## config.mk

```make
export PLATFORM = sky130hd
export DESIGN_NAME = mcs_top
export DESIGN_NICKNAME = d
export VERILOG_FILES = /design/src/rtl/mcs_pkg.sv /design/src/rtl/mcs_debounce.sv /design/src/rtl/mcs_top.sv
export SDC_FILE = /design/constraint.sdc
export NUM_CORES = 1
export LEC_CHECK = 0
export BUFFER_PORTS_ARGS = -buffer_cell sky130_fd_sc_hd__buf_2
export CELL_PAD_IN_SITES_DETAIL_PLACEMENT = 1
export CELL_PAD_IN_SITES_GLOBAL_PLACEMENT = 2
export CORE_AREA = 2 2 164 166
export DETAILED_ROUTE_END_ITERATION = 16
export DIE_AREA = 0 0 166 168
export GPL_TIMING_DRIVEN = 0
export PLACE_DENSITY = 0.79
export SLEW_MARGIN = 20
export SYNTH_ARGS = -nofsm -noshare
export SYNTH_HDL_FRONTEND = slang
export SYNTH_HIERARCHICAL = 1
export SYNTH_SLANG_ARGS = --single-unit
```

## constraint.sdc

```tcl
create_clock -name i_clock -period 3.9 [get_ports i_clock]
set_input_delay 1.17 -clock i_clock [delete_from_list [all_inputs] [get_ports i_clock]]
set_output_delay 1.17 -clock i_clock [all_outputs]
set_load 0.01 [all_outputs]
```

## src/rtl/mcs_pkg.sv

```systemverilog
// constants and types for the measurement chain sequencer
// assumes a single 50 MHz system clock
package mcs_pkg;
    localparam int unsigned CLK_HZ = 50000000;
    localparam int unsigned TICK_S = 1;
    localparam int unsigned TICK_CYCLES = CLK_HZ * TICK_S;
    localparam int unsigned MS_CYCLES = CLK_HZ / 1000;
    localparam int unsigned FILT_W = 16;
    localparam int unsigned VAL_W = 16;
    localparam logic [3:0] STAGE_COUNT = 4'hA;

    typedef enum logic [3:0] {
        MCS_IDLE    = 4'b0000,
        MCS_FILTER  = 4'b0001,
        MCS_RANGE   = 4'b0010,
        MCS_SCALE   = 4'b0011,
        MCS_SUMM    = 4'b0100,
        MCS_HOLD    = 4'b0101,
        MCS_ALARM   = 4'b0110,
        MCS_CONTROL = 4'b0111,
        MCS_RECORD  = 4'b1000,
        MCS_SETOUT  = 4'b1001,
        MCS_OSCALE  = 4'b1010
    } mcs_stage_t;
endpackage

```

## src/rtl/mcs_debounce.sv

```systemverilog
// level filter for one digital input
// assumes the input level is already synchronised to i_clock
`timescale 1ns/1ns
`default_nettype none
module mcs_debounce #(
    parameter int unsigned MS_CYC = mcs_pkg::MS_CYCLES,
    parameter int unsigned FW = mcs_pkg::FILT_W
) (
    input wire logic i_clock,
    input wire logic i_nrst,
    input wire logic i_level,
    input wire logic [FW-1:0] i_filter_ms,
    output logic o_level
);
    import mcs_pkg::*;
    logic [31:0] cyc_q;
    logic [FW-1:0] ms_q;
    logic lvl_q;

    // always running, no enable from the sequencer
    always_ff @(posedge i_clock) begin
        if (!i_nrst) begin
            cyc_q <= 32'h0;
            ms_q <= '0;
            lvl_q <= 1'b0;
        end else if (i_filter_ms == '0) begin
            lvl_q <= i_level;
            cyc_q <= 32'h0;
            ms_q <= '0;
        end else if (i_level == lvl_q) begin
            cyc_q <= 32'h0;
            ms_q <= '0;
        end else if (cyc_q == 32'(MS_CYC - 1)) begin
            cyc_q <= 32'h0;
            // change accepted only once stable for the whole filter time
            if (ms_q + 1'b1 >= i_filter_ms) begin
                lvl_q <= i_level;
                ms_q <= '0;
            end else begin
                ms_q <= ms_q + 1'b1;
            end
        end else begin
            cyc_q <= cyc_q + 32'h1;
        end
    end
    assign o_level = lvl_q;

    property p_passthru;
        @(posedge i_clock) disable iff (!i_nrst)
        (i_filter_ms == '0) |=> (o_level == $past(i_level));
    endproperty
    a_passthru: assert property (p_passthru) else $error("raw level not passed");

    property p_hold_short;
        @(posedge i_clock) disable iff (!i_nrst)
        (i_filter_ms != '0 && i_level == o_level) |=> $stable(o_level);
    endproperty
    a_hold_short: assert property (p_hold_short) else $error("level changed without cause");
endmodule
`default_nettype wire

```

## src/rtl/mcs_top.sv

```systemverilog
// measurement chain sequencer: runs the ten processing stages per measurement
// assumes measure/record strobes are one-cycle pulses on i_clock; digital pin is asynchronous
// Operation
// - input filter runs all the time, measurement or not
// - stages run filter, range, scale, summarise, hold, alarm, control, record, output, rescale
// - a measurement strobe starts the chain once, run to completion; strobes during one chain queue a single run
// - digital mode also runs the chain on each second tick that finds it idle with no measurement waiting, skipping control
// - filtered digital level is sampled once per second
// - digital alarms and triggers checked each second only while no measurement chain is running or waiting
// - zero filter time passes raw level; nonzero suppresses glitches
// - values stored only on record-interval instants; setpoint updated on every run
// - invalid value replaced by last valid one before alarm check
// - digital level change accepted after stable for filter time in ms
// - raw value outside mode range raises a range violation flag
`timescale 1ns/1ns
`default_nettype none
module mcs_top #(
    parameter int unsigned TICK_CYC = mcs_pkg::TICK_CYCLES,
    parameter int unsigned MS_CYC = mcs_pkg::MS_CYCLES
) (
    input wire logic i_clock,
    input wire logic i_nrst,
    input wire logic i_digital_mode,
    input wire logic i_digital_pin,
    input wire logic i_invert,
    input wire logic [mcs_pkg::FILT_W-1:0] i_filter_ms,
    input wire logic i_measure,
    input wire logic i_record,
    input wire logic [mcs_pkg::VAL_W-1:0] i_raw,
    input wire logic i_raw_invalid,
    input wire logic [mcs_pkg::VAL_W-1:0] i_range_lo,
    input wire logic [mcs_pkg::VAL_W-1:0] i_range_hi,
    input wire logic [mcs_pkg::VAL_W-1:0] i_alarm_hi,
    output logic o_busy,
    output mcs_pkg::mcs_stage_t o_stage,
    output logic o_tick,
    output logic o_level,
    output logic o_range_err,
    output logic [mcs_pkg::VAL_W-1:0] o_value,
    output logic o_alarm,
    output logic o_control,
    output logic o_record_we,
    output logic [mcs_pkg::VAL_W-1:0] o_record_data,
    output logic [mcs_pkg::VAL_W-1:0] o_setpoint
);
    import mcs_pkg::*;

    logic pin_s1_q, pin_s2_q;
    logic filt_level;
    logic [31:0] tb_q;
    logic tick_q;
    logic samp_q;
    mcs_stage_t stage_q;
    logic run_ctl_q;
    logic rec_pend_q;
    logic meas_pend_q;
    logic [VAL_W-1:0] val_q, last_valid_q, setpt_q;
    logic range_q, alarm_q, ctl_q, we_q;
    logic [VAL_W-1:0] rec_q;

    function automatic mcs_stage_t next_stage(input mcs_stage_t s, input logic ctl);
        case (s)
            MCS_ALARM: next_stage = ctl ? MCS_CONTROL : MCS_RECORD;
            MCS_OSCALE: next_stage = MCS_IDLE;
            default: next_stage = mcs_stage_t'(s + 4'h1);
        endcase
    endfunction

    // two flops before the pin is read
    always_ff @(posedge i_clock) begin
        if (!i_nrst) begin
            pin_s1_q <= 1'b0;
            pin_s2_q <= 1'b0;
        end else begin
            pin_s1_q <= i_digital_pin;
            pin_s2_q <= pin_s1_q;
        end
    end

    mcs_debounce #(.MS_CYC(MS_CYC), .FW(FILT_W)) u_filt (
        .i_clock(i_clock),
        .i_nrst(i_nrst),
        .i_level(pin_s2_q ^ i_invert),
        .i_filter_ms(i_filter_ms),
        .o_level(filt_level)
    );

    // free-running timebase
    always_ff @(posedge i_clock) begin
        if (!i_nrst) begin
            tb_q <= 32'h0;
            tick_q <= 1'b0;
        end else if (tb_q == 32'(TICK_CYC - 1)) begin
            tb_q <= 32'h0;
            tick_q <= 1'b1;
        end else begin
            tb_q <= tb_q + 32'h1;
            tick_q <= 1'b0;
        end
    end

    // once-per-second level sample; pulses under a second may be missed
    always_ff @(posedge i_clock) begin
        if (!i_nrst) begin
            samp_q <= 1'b0;
        end else if (tick_q) begin
            samp_q <= filt_level;
        end
    end

    // measurements arriving mid-chain wait, second ticks are dropped; measurement wins over the second tick
    always_ff @(posedge i_clock) begin
        if (!i_nrst) begin
            stage_q <= MCS_IDLE;
            run_ctl_q <= 1'b0;
            meas_pend_q <= 1'b0;
        end else begin
            if (stage_q == MCS_IDLE && (i_measure || meas_pend_q)) begin
                stage_q <= MCS_FILTER;
                run_ctl_q <= 1'b1;
                meas_pend_q <= 1'b0;
            end else if (stage_q == MCS_IDLE && tick_q && i_digital_mode) begin
                stage_q <= MCS_FILTER;
                run_ctl_q <= 1'b0;
                meas_pend_q <= i_measure;
            end else begin
                if (stage_q != MCS_IDLE) begin
                    stage_q <= next_stage(stage_q, run_ctl_q);
                end
                if (i_measure && stage_q != MCS_IDLE) begin
                    meas_pend_q <= 1'b1;
                end
            end
        end
    end

    always_ff @(posedge i_clock) begin
        if (!i_nrst) begin
            rec_pend_q <= 1'b0;
        end else if (i_record) begin
            rec_pend_q <= 1'b1; // set wins over the clear
        end else if (stage_q == MCS_RECORD) begin
            rec_pend_q <= 1'b0;
        end
    end

    // datapath per stage
    always_ff @(posedge i_clock) begin
        if (!i_nrst) begin
            val_q <= '0;
            last_valid_q <= '0;
            range_q <= 1'b0;
            alarm_q <= 1'b0;
            ctl_q <= 1'b0;
            we_q <= 1'b0;
            rec_q <= '0;
            setpt_q <= '0;
        end else begin
            we_q <= 1'b0;
            case (stage_q)
                MCS_FILTER: val_q <= i_digital_mode ? VAL_W'(samp_q) : i_raw;
                MCS_RANGE: range_q <= !i_digital_mode && (val_q < i_range_lo || val_q > i_range_hi);
                MCS_HOLD: begin
                    if (i_raw_invalid && !i_digital_mode) begin
                        val_q <= last_valid_q;
                    end else begin
                        last_valid_q <= val_q;
                    end
                end
                MCS_ALARM: alarm_q <= (val_q > i_alarm_hi);
                MCS_CONTROL: ctl_q <= alarm_q;
                MCS_RECORD: begin
                    if (rec_pend_q) begin
                        we_q <= 1'b1;
                        rec_q <= val_q;
                    end
                end
                MCS_SETOUT: setpt_q <= VAL_W'(ctl_q);
                default: ;
            endcase
        end
    end

    assign o_busy = (stage_q != MCS_IDLE);
    assign o_stage = stage_q;
    assign o_tick = tick_q;
    assign o_level = samp_q;
    assign o_range_err = range_q;
    assign o_value = val_q;
    assign o_alarm = alarm_q;
    assign o_control = ctl_q;
    assign o_record_we = we_q;
    assign o_record_data = rec_q;
    assign o_setpoint = setpt_q;

    property p_order;
        @(posedge i_clock) disable iff (!i_nrst)
        (stage_q == MCS_FILTER) |=> (stage_q == MCS_RANGE) ##1 (stage_q == MCS_SCALE) ##1 (stage_q == MCS_SUMM);
    endproperty
    a_order: assert property (p_order) else $error("stage order broken");

    property p_start;
        @(posedge i_clock) disable iff (!i_nrst)
        (stage_q == MCS_IDLE && i_measure) |=> (stage_q == MCS_FILTER && run_ctl_q);
    endproperty
    a_start: assert property (p_start) else $error("measurement did not start chain");

    property p_full_run;
        @(posedge i_clock) disable iff (!i_nrst)
        (stage_q == MCS_FILTER && run_ctl_q) |-> ##10 (stage_q == MCS_IDLE);
    endproperty
    a_full_run: assert property (p_full_run) else $error("chain length wrong");

    property p_skip_ctl;
        @(posedge i_clock) disable iff (!i_nrst)
        (stage_q == MCS_ALARM && !run_ctl_q) |=> (stage_q == MCS_RECORD);
    endproperty
    a_skip_ctl: assert property (p_skip_ctl) else $error("control ran on second tick");

    property p_tick_run;
        @(posedge i_clock) disable iff (!i_nrst)
        (tick_q && i_digital_mode && stage_q == MCS_IDLE && !i_measure && !meas_pend_q) |=> (stage_q == MCS_FILTER);
    endproperty
    a_tick_run: assert property (p_tick_run) else $error("second tick missed");

    property p_sample;
        @(posedge i_clock) disable iff (!i_nrst)
        !tick_q |=> $stable(samp_q);
    endproperty
    a_sample: assert property (p_sample) else $error("level sampled off tick");

    property p_record;
        @(posedge i_clock) disable iff (!i_nrst)
        o_record_we |-> $past(rec_pend_q) && $past(stage_q == MCS_RECORD);
    endproperty
    a_record: assert property (p_record) else $error("record outside interval");

    property p_hold;
        @(posedge i_clock) disable iff (!i_nrst)
        (stage_q == MCS_HOLD && i_raw_invalid && !i_digital_mode) |=> (val_q == $past(last_valid_q));
    endproperty
    a_hold: assert property (p_hold) else $error("invalid value not replaced");

    property p_range;
        @(posedge i_clock) disable iff (!i_nrst)
        (stage_q == MCS_RANGE && !i_digital_mode && val_q < i_range_lo) |=> range_q;
    endproperty
    a_range: assert property (p_range) else $error("range violation not flagged");

    property p_tick_period;
        @(posedge i_clock) disable iff (!i_nrst)
        tick_q |=> !tick_q;
    endproperty
    a_tick_period: assert property (p_tick_period) else $error("tick longer than a cycle");
endmodule
`default_nettype wire

```

==> summary.md <==
| Metric | Value |
|---|---|
| Final Total Pwr | 4.49 mW |
| Reg clk slew, reported paths | roughly 0.060 ns |
| Final hold violation count | 0 |
| Clk_lat worst skew | between 0.4 and 0.5 ns |
| Area Growth Syn to Fin | 20.7% |
| Final HPWL DP | slightly below 20 mm |
| Number of DRC violations after detailed routing | 0 |
| Highest clock rate | 286 MHz |
| XOR/XNOR Fraction of Synth Area | 0.0724 |
| Effective utilization at floorplan | 0.322 |
| Largest family of logic cells by synthesized area | simple AND/OR/NAND/NOR gates |
| Worst-case clock buffer depth | 2 |
| Element type at the critical path start | flip-flop |
| Slowest stage delay, CP | around 0.47 ns |
| Die Area | around 28000 um^2 |
| Switching power | 1.50 mW |
| Max-slew violations | 0 |
| Fraction of power spent switching nets | 0.334 |
| Worst Path Arrival | 3.86 ns |
| Layout cell share with drive strength beyond 1 | 0.180 |
| Clock buffer count from CTS | 17 |
| Final setup violation count | 0 |
| Layout fillers | about 3200 |
| Synth warnings | 6 |
| Number of different library cells in the post-synthesis netlist | 70 |
| Cell chain of the critical path | ha_1, and3_1, buf_2, and4_1, buf_4, nand3_1, or2_0, nand2_1, ha_1, nand4_1, nor2_1, nor4_4, nand3_1, o21a_1, mux2i_1 |
| Final period utilization | 0.896 |
| Post-Synthesis Mean Instance Area | 8.13 um^2 |
| Simple-Gate Fraction of Synth Area | 0.265 |
| Port-buffer cells | 131 |
| Cell chosen for the clock root | sky130_fd_sc_hd__clkbuf_16 |
| Setup repair after global routing missed its margin | no |
| Rows | 60 |
| Worst clock skew | 0.0134 ns |
| Utilization after layout | 0.388 |
| Req. time, crit path | 4.26 ns |
| Power share of the sequential group | 0.397 |
| Area of the mapped netlist | 8470 um^2 |
| Worst path buffer plus inverter count | 2 |
| Total number of H-tree levels | 4 |
| Core outline area | 26400 um^2 |
| Die X-Extent | 166 um |
| Routed wire per std cell | 16.7 um |
| Pint | 2.99 mW |
| Wire length of the first global-routing pass | between 40 and 50 mm |
| Final ANT Viol Nets | 0 |
| Adder-cell share of the synthesized area | 0.103 |
| Pin count of the biggest net entering global routing | 17 |
| FF/Latch Area | 2900 um^2 |
| Vert. Die Dim | 168 um |
| Clock sink count | 145 |
| First-iteration detailed-routing DRC count | 227 |
| Clock tree from TritonCTS | built |
| Logic gate share of total power | 0.230 |
| Final total negative setup slack | 0 ns |
| Type of the setup path with the least slack | reg -> reg |
| Pwr per Cell Area | about 440 nW/um^2 |
| Remaining global-route overflow | 0 |
| Worst-case headroom to the max-slew limit | 0.539 |
| Detail-routed via count per cell | 5.00 |
| Synthesized instance count | 1042 |
| Most used flip-flop cell after synthesis | sky130_fd_sc_hd__dfxtp_1 |
| Leakage Power | 4.50 nW |
| Maximum Capacitance Violations | 0 |
| Pre-antenna DRT Iters | 4 |
| Initial antenna violation count | 3 |
| Via count of the first global-routing pass | 7975 |
| Routed Wire Length | 26.1 mm |
| CP Capture Type | flip-flop |
| Synth Register Bits | 145 |
| Peak supply drop | 0.290 mV |
| Minimum period implied by the final worst setup slack | 3.50 ns |
| Share of cell area taken by muxes after synthesis | 0.0213 |
| Count of flip-flops with a built-in enable after synthesis | 0 |
| Slowest cell on the critical path | sky130_fd_sc_hd__nor4_4 |
| Post-synth ARST share | 0 |
| GRT Util Overall | 0.189 |
| # Post-CTS Setup Buffers | 0 |
| Complex-gate fraction of the synthesized area | 0.125 |
| Vias post-DR | 7812 |
| Largest fanout on the critical path | 6 |
| Top-level I/O count | 147 |
| Gpl congestion | 0.775 |
| Final net count | 1364 |
| Hold/Removal Path Class | reg -> reg |
| Proportion of power drawn by the clock network | 0.374 |
| Result of the run | complete, no violations |
| Worst path top cell family by delay | simple AND/OR/NAND/NOR gates |
| Transition time at the pin with the least slew margin | 0.691 ns |
| Sequential area share after synthesis | 0.343 |
| Area of the multi-input gates | 5050 um^2 |
==> power by group through the flow <==
| stage | logic (mW) | registers (mW) | clock network [mW] |
|---|---|---|---|
| after detailed placement | 1.03 | 1.81 | 0 |
| after global routing | 1.18 | 1.80 | 1.78 |
| after global placement | 1.00 | 1.82 | 0 |
| after floorplan | 0.641 | 1.75 | 0 |
| after CTS | 1.04 | 1.78 | 1.72 |
| final | 1.03 | 1.78 | 1.68 |
==> stage by stage <==
step	instance area (um^2)	worst slack, ns	hold slack [ns]	cells
final	10200	0.404	0.433	1563
after global routing	10200	0.00936	0.448	1562
after CTS	10200	0.145	0.438	1560
after detailed placement	9610	0.206	0.422	1528
after global placement	9610	0.296	0.414	1528
after floorplan	8530	0.907	0.412	1056
==> worst register-to-register path, delay by kind of cell (launching register included) <==
| family | cells | cell delay (ns) |
|---|---|---|
| AND/OR/NAND/NOR | 9 | 1.88 |
| adder cells (fa/ha/maj) | 2 | 0.49 |
| flip-flops | 1 | 0.41 |
| buffers and inverters | 2 | 0.30 |
| AO/OA/AOI/OAI | 1 | 0.24 |
| multiplexers | 1 | 0.12 |
==> layout make-up <==
class / instances / share of cell area
flip-flops and latches: 145 / 0.284
clock inverters: 12 / 0.0128
multi-input cells: 782 / 0.494
plain buffers: 56 / 0.0308
inverters: 73 / 0.0268
repair buffers: 131 / 0.0641
diodes: 3 / 0.000734
well taps: 341 / 0.0417
clock buffers: 20 / 0.0456
==> sequential cells by signal (all words and copies together), names as in the netlist, 4 cells and up <==
| register | flops |
|---|---|
| u_filt/ms_q | 16 |
| u_filt/cyc_q | 32 |
| o_value | 16 |
| o_stage | 4 |
| tb_q | 32 |
| last_valid_q | 16 |
| o_record_data | 16 |
==> synthesized netlist by cell type, types with 3 or more instances <==
cell type,n,share of area
sky130_fd_sc_hd__a211o_1,3,0.0031
sky130_fd_sc_hd__a211oi_1,20,0.018
sky130_fd_sc_hd__a21boi_0,4,0.0035
sky130_fd_sc_hd__a21o_1,9,0.0080
sky130_fd_sc_hd__a21oi_1,76,0.045
sky130_fd_sc_hd__a22o_1,6,0.0062
sky130_fd_sc_hd__and2_1,7,0.0052
sky130_fd_sc_hd__and3_1,19,0.014
sky130_fd_sc_hd__and4_1,12,0.012
sky130_fd_sc_hd__buf_2,14,0.0083
sky130_fd_sc_hd__buf_4,17,0.015
sky130_fd_sc_hd__buf_6,3,0.0040
sky130_fd_sc_hd__clkbuf_1,20,0.0089
sky130_fd_sc_hd__dfxtp_1,145,0.34
sky130_fd_sc_hd__ha_1,70,0.10
sky130_fd_sc_hd__inv_1,72,0.032
sky130_fd_sc_hd__mux2i_1,18,0.021
sky130_fd_sc_hd__nand2_1,129,0.057
sky130_fd_sc_hd__nand3_1,37,0.022
sky130_fd_sc_hd__nand3b_1,3,0.0027
sky130_fd_sc_hd__nand4_1,35,0.026
sky130_fd_sc_hd__nor2_1,116,0.051
sky130_fd_sc_hd__nor2b_1,10,0.0074
sky130_fd_sc_hd__nor3_1,12,0.0071
sky130_fd_sc_hd__nor3b_1,3,0.0027
sky130_fd_sc_hd__nor4_1,18,0.013
sky130_fd_sc_hd__nor4b_1,4,0.0041
sky130_fd_sc_hd__o211ai_1,8,0.0071
sky130_fd_sc_hd__o21a_1,3,0.0027
sky130_fd_sc_hd__o21ai_0,19,0.011
sky130_fd_sc_hd__o21ai_1,5,0.0030
sky130_fd_sc_hd__or3_1,5,0.0037
sky130_fd_sc_hd__or4_1,4,0.0035
sky130_fd_sc_hd__xnor2_1,26,0.027
sky130_fd_sc_hd__xor2_1,44,0.045
==> logic make-up after synthesis <==
family	Yosys count
compound gates	169
mux	18
buf+inv	129
other cells	1
simple gates	440
flops	145
fa+ha+maj	70
xor+xnor	70
==> per-layer routing <==
layer	share of wire	global-route usage	up-vias
met5	0	0	-
met3	0.033	0.0376	26
met1	0.47	0.238	3747
met2	0.48	0.327	115
li1	-	-	3924
met4	0.017	0.0582	0
==> final timing paths <==
| path | to | cells after the start | slack (ns) | startpoint |
|---|---|---|---|---|
| setup / recovery | u_filt/ms_q[4] | 15 | 0.40 | u_filt/ms_q[0] |
| hold / removal | pin_s2_q | 1 | 0.43 | pin_s1_q |
| setup reg to reg | u_filt/ms_q[4] | 15 | 0.40 | u_filt/ms_q[0] |
| hold reg to reg | pin_s2_q | 1 | 0.43 | pin_s1_q |
==> cells in the final DEF, fill, tap and decap left out, drive strengths merged, types with 9 or more instances in the layout <==
cell type	count
a211oi	20
a21o	9
a21oi	76
and3	20
and4	14
buf	166
clkbuf	41
conb	15
dfxtp	145
ha	70
inv	75
mux2i	18
nand2	131
nand3	39
nand4	37
nor2	118
nor2b	10
nor3	13
nor4	22
o21ai	24
xnor2	26
xor2	44
==> what timing repair did <==
| item | CTS | global route |
|---|---|---|
| hold buffers | 0 | 0 |
| resized for setup | 0 | 2 |
| setup endpoints to repair | 0 | 9 |
| hold endpoints to repair | 0 | 0 |
Power figures use the tool's default switching activity.
